$ cat src/hw/qcd_pkg.sv
// Purpose: shared constants and types for the quadrant clock distribution
// Assumes: four quadrants, eight lines each, 24 edge selectors
// Notes: line letters A..H map to indices 0..7
package qcd_pkg;
    localparam int QUAD_COUNT = 4;
    localparam int LINE_COUNT = 8;
    localparam int SPINE_WIDTH = 4;
    localparam int SOURCE_COUNT = 24;
    localparam int SYNC_STAGES = 2;
    // Quadrant indices
    localparam int UPPER_RIGHT_QUADRANT = 0;
    localparam int LOWER_RIGHT_QUADRANT = 1;
    localparam int LOWER_LEFT_QUADRANT = 2;
    localparam int UPPER_LEFT_QUADRANT = 3;
    // Per-line source choice: 0 = global spine, 1 = half-edge spine
    localparam logic SEL_GLOBAL = 1'b0;
    localparam logic SEL_EDGE = 1'b1;
    localparam logic [7:0] LINE_SEL_RESET = 8'h00;
    localparam logic [7:0] LINE_EN_RESET = 8'h00;

    typedef logic [LINE_COUNT-1:0] qcd_lines_t;

    // Candidate sources entering the network
    typedef struct packed {
        logic [SPINE_WIDTH-1:0] top_src;
        logic [SPINE_WIDTH-1:0] bottom_src;
        logic [LINE_COUNT-1:0] left_src;
        logic [LINE_COUNT-1:0] right_src;
    } qcd_sources_t;

    // Per-quadrant static configuration
    typedef struct packed {
        logic [LINE_COUNT-1:0] line_sel;
        logic [LINE_COUNT-1:0] line_en;
    } qcd_quad_cfg_t;
endpackage : qcd_pkg

$ cat src/hw/qcd_line_selector.sv
// Purpose: one 2-to-1 edge clock selector for a single quadrant line
// Assumes: select is static or changes away from the selected edge
// Notes: glitch-free by two-flop handover on the clocked copies
`timescale 1ns/1ps
module qcd_line_selector (
    // Clock and reset
    input wire logic clk_in,
    input wire logic rst_n_in,
    // Candidate sources
    input wire logic primary_clock_input_in,
    input wire logic secondary_clock_input_in,
    // Control
    input wire logic select_in,
    input wire logic enable_in,
    // Selected line
    output logic line_out
);
    logic pri_s1_reg;
    logic pri_s2_reg;
    logic sec_s1_reg;
    logic sec_s2_reg;
    logic use_sec_reg;
    logic use_pri_reg;
    logic line_reg;
    wire logic line_next;
    wire logic switch_ok;

    // Switch only when both copies stand low, so no runt pulse escapes
    assign switch_ok = !pri_s2_reg && !sec_s2_reg;
    assign line_next = enable_in &&
        (use_sec_reg ? sec_s2_reg : (use_pri_reg ? pri_s2_reg : 1'b0));

    // Source synchronisers, then glitch-free handover
    always_ff @(posedge clk_in or negedge rst_n_in) begin
        if (!rst_n_in) begin
            pri_s1_reg <= 1'b0;
            pri_s2_reg <= 1'b0;
            sec_s1_reg <= 1'b0;
            sec_s2_reg <= 1'b0;
            use_sec_reg <= 1'b0;
            use_pri_reg <= 1'b1;
            line_reg <= 1'b0;
        end else begin
            pri_s1_reg <= primary_clock_input_in;
            pri_s2_reg <= pri_s1_reg;
            sec_s1_reg <= secondary_clock_input_in;
            sec_s2_reg <= sec_s1_reg;
            if (switch_ok) begin
                use_sec_reg <= select_in;
                use_pri_reg <= !select_in;
            end
            line_reg <= line_next;
        end
    end

    assign line_out = line_reg;
endmodule : qcd_line_selector

$ cat src/hw/qcd_quadrant_network.sv
// Purpose: quadrant clock selection and distribution network
// Assumes: source clocks sampled in core_clk_in domain; static config
// Notes: sources are modelled as sampled levels, not real clock trees
//
// Notes on behaviour
// - There are four independent quadrants with eight lines A to H each.
// - Each line comes from the matching global selector or its own edge selector.
// - Taking the global source on a line shuts out the edge source on it.
// - A line's choice in one quadrant does not bind the same line elsewhere.
// - Selected lines feed every clocked element in their quadrant.
// - Top and bottom selectors drive two vertical spines of four lines.
// - The vertical spines join an eight-line horizontal centre spine.
// - Left and right selectors drive their own eight-line horizontal spine.
// - Up to 24 sources enter, at most eight reach any one quadrant.
// - Unused clock segments are disabled and held static.
// - Left selectors reach left quadrants only, right ones right only.
// - A selector passes its first input on 0 and second on 1 without glitch.
`timescale 1ns/1ps
module qcd_quadrant_network (
    // Clock and reset
    input wire logic core_clk_in,
    input wire logic rst_n_in,
    // Candidate clock sources (asynchronous to core_clk_in)
    input wire qcd_pkg::qcd_sources_t sources_in,
    // Static configuration per quadrant
    input wire qcd_pkg::qcd_quad_cfg_t upper_right_quadrant_cfg_in,
    input wire qcd_pkg::qcd_quad_cfg_t lower_right_quadrant_cfg_in,
    input wire qcd_pkg::qcd_quad_cfg_t lower_left_quadrant_cfg_in,
    input wire qcd_pkg::qcd_quad_cfg_t upper_left_quadrant_cfg_in,
    // Quadrant clock lines
    output qcd_pkg::qcd_lines_t upper_right_quadrant_out,
    output qcd_pkg::qcd_lines_t lower_right_quadrant_out,
    output qcd_pkg::qcd_lines_t lower_left_quadrant_out,
    output qcd_pkg::qcd_lines_t upper_left_quadrant_out
);
    logic rst_s1_reg;
    logic rst_s2_reg;
    qcd_pkg::qcd_quad_cfg_t cfg_reg [qcd_pkg::QUAD_COUNT];
    logic cfg_loaded_reg;
    wire qcd_pkg::qcd_lines_t centre_spine;
    wire qcd_pkg::qcd_lines_t left_spine;
    wire qcd_pkg::qcd_lines_t right_spine;
    wire qcd_pkg::qcd_quad_cfg_t cfg_in_arr [qcd_pkg::QUAD_COUNT];
    wire qcd_pkg::qcd_lines_t quad_lines [qcd_pkg::QUAD_COUNT];
    wire logic cfg_take;
    qcd_pkg::qcd_lines_t centre_used_reg;
    qcd_pkg::qcd_lines_t left_used_reg;
    qcd_pkg::qcd_lines_t right_used_reg;
    wire qcd_pkg::qcd_lines_t centre_used_next;
    wire qcd_pkg::qcd_lines_t left_used_next;
    wire qcd_pkg::qcd_lines_t right_used_next;

    // Enabled lines of one quadrant that take the global centre spine
    function automatic qcd_pkg::qcd_lines_t global_lines(input qcd_pkg::qcd_quad_cfg_t cfg);
        return ~cfg.line_sel & cfg.line_en;
    endfunction : global_lines

    // Enabled lines of one quadrant that take its own edge spine
    function automatic qcd_pkg::qcd_lines_t edge_lines(input qcd_pkg::qcd_quad_cfg_t cfg);
        return cfg.line_sel & cfg.line_en;
    endfunction : edge_lines

    // Right-half quadrants hang off the right spine, the rest off the left
    function automatic logic is_right_half(input int quad);
        return (quad == qcd_pkg::UPPER_RIGHT_QUADRANT) ||
            (quad == qcd_pkg::LOWER_RIGHT_QUADRANT);
    endfunction : is_right_half

    // Reset release through two flops
    always_ff @(posedge core_clk_in or negedge rst_n_in) begin
        if (!rst_n_in) begin
            rst_s1_reg <= 1'b0;
            rst_s2_reg <= 1'b0;
        end else begin
            rst_s1_reg <= 1'b1;
            rst_s2_reg <= rst_s1_reg;
        end
    end

    // Vertical spines (top lines H..E, bottom D..A) join the centre spine
    assign centre_spine = {sources_in.top_src, sources_in.bottom_src};
    assign left_spine = sources_in.left_src;
    assign right_spine = sources_in.right_src;

    assign cfg_in_arr[qcd_pkg::UPPER_RIGHT_QUADRANT] = upper_right_quadrant_cfg_in;
    assign cfg_in_arr[qcd_pkg::LOWER_RIGHT_QUADRANT] = lower_right_quadrant_cfg_in;
    assign cfg_in_arr[qcd_pkg::LOWER_LEFT_QUADRANT] = lower_left_quadrant_cfg_in;
    assign cfg_in_arr[qcd_pkg::UPPER_LEFT_QUADRANT] = upper_left_quadrant_cfg_in;

    // Single capture strobe, first edge with the internal reset released
    assign cfg_take = rst_s2_reg && !cfg_loaded_reg;

    // Spine segment use, decoded from the incoming config at capture
    assign centre_used_next = global_lines(cfg_in_arr[qcd_pkg::UPPER_RIGHT_QUADRANT]) |
        global_lines(cfg_in_arr[qcd_pkg::LOWER_RIGHT_QUADRANT]) |
        global_lines(cfg_in_arr[qcd_pkg::LOWER_LEFT_QUADRANT]) |
        global_lines(cfg_in_arr[qcd_pkg::UPPER_LEFT_QUADRANT]);
    assign left_used_next = edge_lines(cfg_in_arr[qcd_pkg::LOWER_LEFT_QUADRANT]) |
        edge_lines(cfg_in_arr[qcd_pkg::UPPER_LEFT_QUADRANT]);
    assign right_used_next = edge_lines(cfg_in_arr[qcd_pkg::UPPER_RIGHT_QUADRANT]) |
        edge_lines(cfg_in_arr[qcd_pkg::LOWER_RIGHT_QUADRANT]);

    // Config captured once after reset release; later changes ignored
    always_ff @(posedge core_clk_in or negedge rst_n_in) begin
        if (!rst_n_in) begin
            cfg_loaded_reg <= 1'b0;
            for (int q = 0; q < qcd_pkg::QUAD_COUNT; q++) begin
                cfg_reg[q] <= {qcd_pkg::LINE_SEL_RESET, qcd_pkg::LINE_EN_RESET};
            end
        end else if (cfg_take) begin
            cfg_loaded_reg <= 1'b1;
            for (int q = 0; q < qcd_pkg::QUAD_COUNT; q++) begin
                cfg_reg[q] <= cfg_in_arr[q];
            end
        end
    end

    // Segment masks latch with the config, so unused segments stay dark
    always_ff @(posedge core_clk_in or negedge rst_n_in) begin
        if (!rst_n_in) begin
            centre_used_reg <= qcd_pkg::LINE_EN_RESET;
            left_used_reg <= qcd_pkg::LINE_EN_RESET;
            right_used_reg <= qcd_pkg::LINE_EN_RESET;
        end else if (cfg_take) begin
            centre_used_reg <= centre_used_next;
            left_used_reg <= left_used_next;
            right_used_reg <= right_used_next;
        end
    end

    // One selector per quadrant line: primary global, secondary own-edge spine
    for (genvar q = 0; q < qcd_pkg::QUAD_COUNT; q++) begin : g_quad
        for (genvar l = 0; l < qcd_pkg::LINE_COUNT; l++) begin : g_line
            // Right quadrants see only the right spine, left only the left
            wire logic edge_src = is_right_half(q) ? right_spine[l] : left_spine[l];
            wire logic edge_used = is_right_half(q) ? right_used_reg[l] : left_used_reg[l];
            wire logic sel_edge = cfg_reg[q].line_sel[l];
            // A line runs only while its spine segment is in use
            wire logic seg_live = sel_edge ? edge_used : centre_used_reg[l];
            wire logic line_enable = cfg_loaded_reg && cfg_reg[q].line_en[l] && seg_live;
            qcd_line_selector qcd_line_selector_i (
                .clk_in(core_clk_in),
                .rst_n_in(rst_s2_reg),
                .primary_clock_input_in(centre_spine[l]),
                .secondary_clock_input_in(edge_src),
                .select_in(sel_edge),
                .enable_in(line_enable),
                .line_out(quad_lines[q][l])
            );
        end
    end

    // Eight lines per quadrant out of 24 candidates
    assign upper_right_quadrant_out = quad_lines[qcd_pkg::UPPER_RIGHT_QUADRANT];
    assign lower_right_quadrant_out = quad_lines[qcd_pkg::LOWER_RIGHT_QUADRANT];
    assign lower_left_quadrant_out = quad_lines[qcd_pkg::LOWER_LEFT_QUADRANT];
    assign upper_left_quadrant_out = quad_lines[qcd_pkg::UPPER_LEFT_QUADRANT];
endmodule : qcd_quadrant_network

$ cat config.mk
export PLATFORM = sky130hd
export DESIGN_NAME = qcd_quadrant_network
export DESIGN_NICKNAME = d
export VERILOG_FILES = /design/src/hw/qcd_pkg.sv /design/src/hw/qcd_line_selector.sv /design/src/hw/qcd_quadrant_network.sv
export SDC_FILE = /design/constraint.sdc
export NUM_CORES = 1
export LEC_CHECK = 0
export BUFFER_PORTS_ARGS = -buffer_cell sky130_fd_sc_hd__buf_2
export CORE_UTILIZATION = 58
export CTS_BUF_LIST = sky130_fd_sc_hd__clkbuf_8 sky130_fd_sc_hd__clkbuf_16
export CTS_CLUSTER_SIZE = 14
export DETAILED_ROUTE_END_ITERATION = 12
export PLACE_DENSITY = 0.8
export SYNTH_ARGS = -nofsm -noshare
export SYNTH_HDL_FRONTEND = slang
export SYNTH_SLANG_ARGS = --single-unit
export TNS_END_PERCENT = 10
$ cat constraint.sdc
create_clock -name core_clk_in -period 5.4 [get_ports core_clk_in]
set_input_delay 0.54 -clock core_clk_in [delete_from_list [all_inputs] [get_ports core_clk_in]]
set_output_delay 0.54 -clock core_clk_in [all_outputs]
set_load 0.01 [all_outputs]
==> results of run 1 <==
-- what timing repair did --
| action | 4_1_cts | 5_1_grt |
|---|---|---|
| setup endpoints to repair | 0 | 0 |
| hold buffers | 1 | 0 |
| hold endpoints to repair | 27 | 0 |
| gates resized for setup | 0 | 0 |
-- final cells by class --
| class | count | area, um^2 | share of cell area |
|---|---|---|---|
| Multi-Input combinational cell | 443 | 3350 | 0.305 |
| Antenna cell | 1 | 2.50 | 0.000228 |
| Clock inverter | 13 | 131 | 0.0120 |
| Clock buffer | 27 | 631 | 0.0574 |
| Tap cell | 216 | 270 | 0.0246 |
| Timing Repair Buffer | 126 | 648 | 0.0590 |
| Inverter | 8 | 30.0 | 0.00273 |
| Sequential cell | 235 | 5920 | 0.539 |
-- power groups by stage --
stage / clock (mW) / combinational [mW] / sequential, mW
5_1_grt: 1.70 / 0.530 / 2.24
4_1_cts: 1.62 / 0.481 / 2.20
2_1_floorplan: 0 / 0.371 / 2.17
3_3_place_gp: 0 / 0.450 / 2.21
3_5_place_dp: 0 / 0.475 / 2.23
6_report: 1.59 / 0.474 / 2.20
-- layout by cell type (no fill, tap or decap) --
cell           instances
nor3_1                32
diode_2                1
dfrtp_1              202
o31ai_1               32
buf_4                  5
nand2b_4               1
inv_1                 15
a22oi_1               16
buf_2                120
bufinv_16              3
mux2i_1               32
mux2_4                56
clkbuf_16             23
o21ai_0               64
nor2b_1               24
dfstp_2               32
clkbuf_8               4
and3b_1               32
clkinv_2               3
or2_2                  1
nand2_1               64
conb_1                 1
dfrtp_4                1
a2111oi_0              8
nor2_1                16
a21oi_1               32
mux2_2                32
dlygate4sd3_1          1
-- worst min-delay path by stage --
stage          depth (start not counted)  slack [ps]                                          startpoint                                                  to
5_1_grt                                1         130                                       sources_in[8]  g_quad[3].g_line[0].qcd_line_selector_i.sec_s1_reg
2_1_floorplan                          0         240                                            rst_n_in                                  centre_used_reg[0]
3_5_place_dp                           0         330  g_quad[3].g_line[6].qcd_line_selector_i.sec_s1_reg  g_quad[2].g_line[6].qcd_line_selector_i.sec_s2_reg
6_report                               1         140                                      sources_in[21]  g_quad[3].g_line[5].qcd_line_selector_i.pri_s1_reg
4_1_cts                                1         130                                      sources_in[21]  g_quad[3].g_line[5].qcd_line_selector_i.pri_s1_reg
3_3_place_gp                           0         330  g_quad[3].g_line[2].qcd_line_selector_i.sec_s1_reg  g_quad[3].g_line[2].qcd_line_selector_i.sec_s2_reg
-- cells by family (layout without fill, tap and decap cells) --
kind of cell,Yosys count,in the layout
AOI/OAI and AO/OA,152,152
and+or+nand+nor,170,170
buffers and inverters,65,174
other,1,2
DFF,235,235
muxes,120,120
-- routing by layer --
metal | up-vias | track usage | wire length, um
met2 | 135 | 0.380 | 9160
met4 | 0 | 0.0640 | 377
li1 | 2803 | - | -
met3 | 32 | 0.0320 | 782
met1 | 2971 | 0.290 | 7820
met5 | - | 0 | 0
==> metrics.txt, run 1 <==
Pint=3.26 mW; min cycle time layout=about 2900 ps; commonest cells in the netlist=dfrtp_1, nand2_1, o21ai_0, mux2_4; pwr dens=~390 mW/mm^2; part of the cycle the worst path needs=0.536; clk sinks=235; CP Class=flip-flop to flip-flop; post-CTS setup buffers=0; Ports=122; die height=approximately 130 um; pin count of the biggest net entering global routing=77; Synthesized Nets=833; H-tree depth=1; Seq pwr share=0.516; CORE AREA=0.0161 mm^2; Logic pwr share=0.111; final WL=roughly 18,000 um; Max Freq=roughly 0.35 GHz; CTS buffer count=23; # rows=between 40 and 50; actual slew at the worst max-slew pin=between 900 and 1000 ps; worst skew pair latency=500 ps; Simple-Gate Fraction of Synth Area=0.0938; Starting DRT DRC Count=338; crit path launch=rst_s2_reg; Hold Path Class=input pin to flip-flop; initial antenna violation count=1; mux share of post-synthesis cell area=0.157; ys async rst share=1.00; buffers and inverters on the worst path=1; grt total ovfl=0; Synth Flop Type=dfrtp_1; max_slew headroom=0.352; CP top delay family=flip-flops; Ys Warns=0; status=complete, no violations; Die X-Extent=approximately 130 um; final hold vios=0; number of max-cap violations=0; Place WS=2500 ps; CTS clk-pin slew, worst paths=about 60 ps; maximum VDD drop=0.000223 V; Switching Share=0.237; Setup WS post-layout=around 2500 ps; R2R setup slack=roughly 2500 ps; main area contributors after synthesis=dfrtp_1, dfstp_2, mux2_4, mux2_2, mux2i_1; Critical R2R Capture=cfg_reg[5]; sequential area share after synthesis=0.610; CP arrival=3270 ps; Gate Count Post-Synth=roughly 740; die area=0.0173 mm^2; Initial Util=0.602; clock root cell=clkbuf_16; post-synthesis compound-gate area fraction=0.0938; number of instances in the placed design=1,027; Mapped Area=slightly below 0.01 mm^2; total power=4.27 mW; Vias=5,941; most frequent cell after synthesis=dfrtp_1; drt via density=about 5.6; RR Startpoint=rst_s2_reg; number of enable flip-flop cells after synthesis=0; Synth-to-Final Area Change=13.2%; clock network fraction of design power=0.373; worst hold slack=145 ps; CP endpoint kind=flip-flop; leading area contributor after synthesis=dfrtp_1; NetSw=1.01 mW; Fin Clk Skew=a little over 10 ps; WL/cell=17.0 um; Cell variety after synth=23; vias in the first global route=6,312; max reg flops=64; Critical Path Source Type=flip-flop; Routability Congestion=0.818; hpwl dp=approximately 12,000 um; R2R cell count=3; deepest clock path buffer count=3; Final Max Tran Viols=0; CP endpoint=cfg_reg[5]; DRC errors left=0; first-pass GRT wire length=a little over 30,000 um; fin util=0.682; Layout Cells excl Fill=approximately 1.1k; Worst Path Required=between 5000 and 6000 ps; GRT Total Usage=0.220; share of cells above drive strength 1=0.330; Max stage delay on crit path=slightly above 800 ps; xor and xnor fraction of the mapped netlist area=0; DRT antenna net count=0; Fillers=1,151; Crit path depth=3; Synth Register Bits=235; Synth Area in Adders=0; critical path peak fanout=76; largest family of logic cells by synthesized area=multiplexers; RSZ-0062 raised after global routing=no; setup violators final=0; CP max stage cell=dfrtp_4; syn avg cell area=13.1 um^2; worst-path cell chain=nand2b_4, buf_4, mux2_4; leakage power=around 5.4 nW; fin nets=just over 900; area share of the largest cell type after synthesis=0.523; Setup Total Neg Slack=0 ps; Pre-antenna DRT Iters=4; final instance area=between 0.01 and 0.015 mm^2; placed inst area=just over 0.01 mm^2; Port Buf Inserts=between 100 and 150; CTS tree=yes
(Power assumes the default switching activity.)
==> inputs of run 2 (changes only) <==
--- a/config.mk
+++ b/config.mk
@@ -5,12 +5,13 @@
 export SDC_FILE = /design/constraint.sdc
 export NUM_CORES = 1
 export LEC_CHECK = 0
+export ABC_AREA = 1
 export BUFFER_PORTS_ARGS = -buffer_cell sky130_fd_sc_hd__buf_2
-export CORE_UTILIZATION = 58
+export CORE_UTILIZATION = 52
 export CTS_BUF_LIST = sky130_fd_sc_hd__clkbuf_8 sky130_fd_sc_hd__clkbuf_16
 export CTS_CLUSTER_SIZE = 14
 export DETAILED_ROUTE_END_ITERATION = 12
-export PLACE_DENSITY = 0.8
+export PLACE_DENSITY = 0.76
 export SYNTH_ARGS = -nofsm -noshare
 export SYNTH_HDL_FRONTEND = slang
 export SYNTH_SLANG_ARGS = --single-unit
==> constraint.sdc (replaced) <==
create_clock -name core_clk_in -period 2.6 [get_ports core_clk_in]
set_input_delay 0.26 -clock core_clk_in [delete_from_list [all_inputs] [get_ports core_clk_in]]
set_output_delay 0.26 -clock core_clk_in [all_outputs]
set_load 0.01 [all_outputs]
==> run 2 against run 1 <==
Combinational power rose to 3.9 times the previous value. Global-route usage fell by 1.6 points. Design area rose by 3.3%. Critical path type unchanged.
==> metrics.txt, run 2 <==
Die X-Extent=137 um; critical path peak fanout=78; pin count of the biggest net entering global routing=roughly 150; CTS clk-pin slew, worst paths=about 60 ps; # rows=48; vias in the first global route=around 6.8k; syn avg cell area=~9.4 um^2; CTS buffer count=24; setup violators final=0; final WL=18,500 um; number of enable flip-flop cells after synthesis=0; Setup Total Neg Slack=0 ps; max_slew headroom=0.436; total power=~10 mW; share of cells above drive strength 1=0.169; worst-path cell chain=inv_4, nand2_8, inv_4, nand3_1, nand3_1, dlygate4sd3_1; CP max stage cell=inv_4; Ys Warns=0; sequential area share after synthesis=0.627; most frequent cell after synthesis=nand2_1; commonest non-fill, non-tap cells in the layout=nand2_1, dfrtp_1, buf_2; R2R cell count=6; Synth Area in Adders=0; grt total ovfl=0; fin util=0.647; DRC errors left=0; buffers and inverters on the worst path=3; Synth Flop Type=dfrtp_1; fin nets=1,248; Place WS=between 700 and 800 ps; die area=0.0187 mm^2; RR Startpoint=cfg_loaded_reg; crit path launch=cfg_loaded_reg; Hold Path Class=input pin to flip-flop; ANT cells=0; final hold vios=0; DRT antenna net count=0; Port Buf Inserts=roughly 120; drt via density=between 4 and 5; ys async rst share=1.00; GRT Total Usage=0.204; R2R setup slack=between 300 and 400 ps; CP Class=flip-flop to flip-flop; Gate Count Post-Synth=1,000; RSZ-0062 raised after global routing=no; CP arrival=roughly 2700 ps; pwr dens=about 900 mW/mm^2; Mapped Area=roughly 0.0094 mm^2; Ports=between 100 and 150; die height=between 100 and 150 um; Critical R2R Capture=right_used_reg[1]; CP endpoint=right_used_reg[1]; hpwl dp=about 12,000 um; Max stage delay on crit path=650 ps; CP top delay family=buffers and inverters; Setup WS post-layout=~310 ps; CTS tree=yes; Vias=6,939; mux share of post-synthesis cell area=0; Pre-antenna DRT Iters=5; maximum VDD drop=0.000772 V; post-CTS setup buffers=0; Synth Register Bits=235; status=complete, no violations; clk sinks=235; Crit path depth=6; part of the cycle the worst path needs=0.880; deepest clock path buffer count=3; CORE AREA=~0.018 mm^2; H-tree depth=1; leading area contributor after synthesis=dfrtp_1; max reg flops=64; Synthesized Nets=approximately 1.1k; number of max-cap violations=0; Cell variety after synth=19; xor and xnor fraction of the mapped netlist area=0; area share of the largest cell type after synthesis=0.538; Layout Cells excl Fill=between 1k and 1.5k; Fin Clk Skew=about 5.6 ps; Final Max Tran Viols=0; CP endpoint kind=flip-flop; Routability Congestion=around 0.79; Synth-to-Final Area Change=20.1%; Simple-Gate Fraction of Synth Area=0.199; worst skew pair latency=roughly 500 ps; leakage power=5.73 nW; initial antenna violation count=0; Starting DRT DRC Count=345; Critical Path Source Type=flip-flop; clock root cell=clkbuf_16; leading cell type in the layout, fill and taps excluded=nand2_1; min cycle time layout=around 2300 ps; number of instances in the placed design=roughly 1.3k; WL/cell=about 13 um; commonest cells in the netlist=nand2_1, dfrtp_1, o21ai_0, nand3_1, nor2_1; Max Freq=around 0.44 GHz; Initial Util=0.539; largest family of logic cells by synthesized area=simple AND/OR/NAND/NOR gates; first-pass GRT wire length=30,400 um; actual slew at the worst max-slew pin=roughly 850 ps; Worst Path Required=3050 ps; post-synthesis compound-gate area fraction=0.0974; main area contributors after synthesis=dfrtp_1, nand2_1, dfstp_2, o21ai_0, nand3_1
-- run 2: cell count changes after synthesis, moves of 46 or more --
| cell | previous run | this run |
|---|---|---|
| mux2_4 | 56 | 0 |
| o21ai_0 | 64 | 110 |
| nand2_1 | 64 | 313 |
| inv_1 | 8 | 72 |
| nor2_1 | 16 | 74 |
| nand3_1 | 0 | 82 |
-- run 2: logic make-up (layout without fill, tap and decap cells) --
| family | count (synthesis) | count (layout) |
|---|---|---|
| buffers and inverters | 130 | 306 |
| DFF | 235 | 235 |
| other | 1 | 1 |
| AOI/OAI and AO/OA | 164 | 164 |
| and+or+nand+nor | 470 | 470 |
-- run 2: worst min-delay path by stage --
stage                                    from                  to  slack [ps]  depth (start not counted)
4_1_cts         lower_left_quadrant_cfg_in[4]         cfg_reg[20]           2                          3
6_report       upper_right_quadrant_cfg_in[6]         cfg_reg[54]          20                          3
3_5_place_dp                         rst_n_in         cfg_reg[14]         330                          1
2_1_floorplan                        rst_n_in  centre_used_reg[0]         -40                          0
3_3_place_gp                         rst_n_in         cfg_reg[14]         320                          1
5_1_grt         upper_left_quadrant_cfg_in[5]          cfg_reg[5]         0.5                          3
-- run 2: worst reg2reg max path: stages, from the launching register on --
cell and delay, ps:
dfrtp_1 400, inv_4 90, nand2_8 240, inv_4 660, nand3_1 170, nand3_1 110, dlygate4sd3_1 550
-- run 2: metal layers --
layer | vias to the layer above | part of all wire | track usage
li1 | 3476 | - | -
met5 | - | 0 | 0
met3 | 35 | 0.051 | 0.0359
met2 | 166 | 0.50 | 0.358
met4 | 0 | 0.020 | 0.0580
met1 | 3262 | 0.43 | 0.260
-- run 2: layout make-up --
| type | instances | area, um^2 |
|---|---|---|
| Fill cell | 1434 | 6190 |
| Tap cell | 225 | 282 |
| Inverter | 74 | 283 |
| Clock buffer | 31 | 708 |
| Timing Repair Buffer | 188 | 1290 |
| Clock inverter | 13 | 51.3 |
| Sequential cell | 235 | 5920 |
| Multi-Input combinational cell | 635 | 2810 |
-- run 2: timing repair --
action | CTS | global route
hold buffers | 61 | 2
gates resized for setup | 0 | 0
hold endpoints to repair | 106 | 2
-- run 2: power breakdown --
part	switching, mW	leakage, nW	internal [mW]
logic	1.04	2.47	0.822
clock network	1.34	0.418	1.90
registers	0.509	2.84	4.64
-- run 2: metrics by stage --
stage,hold WS (ps),cell area (um^2)
after floorplan,-35.6,9450
after global placement,323,9960
after detailed placement,326,9960
after CTS,2.30,11300
after global routing,0.468,11300
final,15.9,11300
==> inputs of run 3 (changes only) <==
--- a/config.mk
+++ b/config.mk
@@ -5,12 +5,12 @@
 export SDC_FILE = /design/constraint.sdc
 export NUM_CORES = 1
 export LEC_CHECK = 0
-export ABC_AREA = 1
 export BUFFER_PORTS_ARGS = -buffer_cell sky130_fd_sc_hd__buf_2
 export CORE_UTILIZATION = 52
 export CTS_BUF_LIST = sky130_fd_sc_hd__clkbuf_8 sky130_fd_sc_hd__clkbuf_16
 export CTS_CLUSTER_SIZE = 14
 export DETAILED_ROUTE_END_ITERATION = 12
+export HOLD_SLACK_MARGIN = 0.06
 export PLACE_DENSITY = 0.76
 export SYNTH_ARGS = -nofsm -noshare
 export SYNTH_HDL_FRONTEND = slang
==> run 3 against run 2 <==
The run now ends with design-rule violations left. Worst hold slack improved by 74 ps. Non-clock buffer count increased by 26. Sequential cell count unchanged. Via count decreased by 11%. Largest cell class unchanged.
==> metrics.txt, run 3 (synthesis gave the netlist of run 1 again) <==
Max Freq=0.609 GHz; critical path peak fanout=34; grt total ovfl=0; Setup WS post-layout=about 960 ps; failing checks=design-rule violations; CP endpoint kind=flip-flop; deepest clock path buffer count=3; first-pass GRT wire length=about 31,000 um; worst skew pair latency=about 510 ps; DRT antenna net count=0; Max stage delay on crit path=roughly 500 ps; Routability Congestion=about 0.77; initial antenna violation count=0; status=finished, violations left; Die X-Extent=139 um; GRT Total Usage=0.200; CTS buffer count=24; die height=139 um; DRC errors left=5; Pre-antenna DRT Iters=11; Starting DRT DRC Count=274; maximum VDD drop=about 0.00046 V; Place WS=just under 1000 ps; clock root cell=clkbuf_16; ANT cells=0; CP max stage cell=dfrtp_4; commonest non-fill, non-tap cells in the layout=dfrtp_1, buf_2, dlygate4sd3_1; WL/cell=roughly 16 um; register area=between 0.005 and 0.006 mm^2; share of cells above drive strength 1=0.300; H-tree depth=1; Worst Path Required=~3000 ps; Fillers=about 1.3k; part of the cycle the worst path needs=0.631; final WL=18,600 um; Synth-to-Final Area Change=22.8%; CP Class=flip-flop to flip-flop; leakage power=5.84 nW; R2R setup slack=960 ps; max_slew headroom=0.505; number of max-cap violations=0; Final Max Tran Viols=0; CTS tree=yes; CORE AREA=0.0181 mm^2; Fin Clk Skew=between 9 and 10 ps; fin nets=1,016; RSZ-0062 raised after global routing=no; Initial Util=0.535; post-cts sizing count=0; pin count of the biggest net entering global routing=about 150; worst-path cell chain=nand2b_4, buf_12, mux2_4; Critical Path Source Type=flip-flop; area taken by multi-input logic gates=roughly 0.0033 mm^2; Setup Total Neg Slack=0 ps; max reg flops=64; pwr dens=~740 mW/mm^2; die area=0.0192 mm^2; worst hold slack=89.5 ps; Vias=around 6.2k; drt via density=between 5 and 6; Ports=~120; clk sinks=235; setup violators final=0; min cycle time layout=1640 ps; CP arrival=~2000 ps; Port Buf Inserts=121; total power=8.83 mW; leading cell type in the layout, fill and taps excluded=dfrtp_1; vias in the first global route=around 6.3k; hpwl dp=11,500 um; # rows=about 50; actual slew at the worst max-slew pin=approximately 740 ps; final hold vios=0; Hold Path Class=input pin to flip-flop; CTS clk-pin slew, worst paths=roughly 60 ps
-- run 3: cell types whose count changed in the layout (fill, tap and decap cells not counted), sizes merged, moves of 58 or more --
cell	previous run	this run
o21ai	128	64
nor2	74	16
nand3	82	0
mux2	0	88
inv	85	19
nand2	314	64
-- run 3: layer usage --
| metal | wire [um] | global-route usage | part of all wire | vias to the layer above |
|---|---|---|---|---|
| li1 | - | - | - | 2987 |
| met5 | 0 | 0 | 0 | - |
| met3 | 728 | 0.0290 | 0.039 | 35 |
| met2 | 9040 | 0.334 | 0.49 | 130 |
| met4 | 435 | 0.0649 | 0.023 | 0 |
| met1 | 8430 | 0.271 | 0.45 | 3040 |
-- run 3: power breakdown --
group	switching (mW)	total (mW)	internal (mW)	leakage, nW
sequential	0.357	4.54	4.19	2.77
combinational	0.440	1.10	0.659	2.66
clock	1.35	3.19	1.84	0.411
total	2.14	8.83	6.69	5.84
-- run 3: layout make-up --
type                            count  area share
Sequential cell                   235       0.497
Tap cell                          229      0.0240
Clock inverter                     15     0.00514
Inverter                            8     0.00252
Multi-Input combinational cell    443       0.281
Timing Repair Buffer              214       0.133
Clock buffer                       29      0.0571
-- run 3: worst paths after layout --
check,from,depth (start not counted),endpoint
hold / removal,lower_left_quadrant_cfg_in[12],3,cfg_reg[28]
min in group asynchronous,rst_n_in,2,cfg_reg[6]
max in group asynchronous,rst_s2_reg,1,g_quad[1].g_line[6].qcd_line_selector_i.line_out
hold reg to reg,g_quad[1].g_line[2].qcd_line_selector_i.sec_s1_reg,0,g_quad[1].g_line[2].qcd_line_selector_i.sec_s2_reg
setup reg to reg,rst_s2_reg,3,cfg_reg[26]
setup / recovery,rst_s2_reg,3,cfg_reg[26]
-- run 3: what timing repair did --
| item | CTS | global route |
|---|---|---|
| hold buffers | 87 | 0 |
| endpoints found under the hold margin | 137 | 0 |
| buffers inserted | 0 | 0 |
-- run 3: worst max-delay path: cells and delay by family (launching register included) --
kind | cells | cell delay [ps]
DFF | 1 | 500
muxes | 1 | 320
and+or+nand+nor | 1 | 410
buffers and inverters | 1 | 270
-- run 3: stage by stage --
stage	area, um^2	utilization	cells
final	11900	0.657	1173
after global routing	11900	0.657	1173
after CTS	11900	0.657	1173
after detailed placement	10300	0.568	1042
after global placement	10300	0.568	1042
after floorplan	9710	-	743
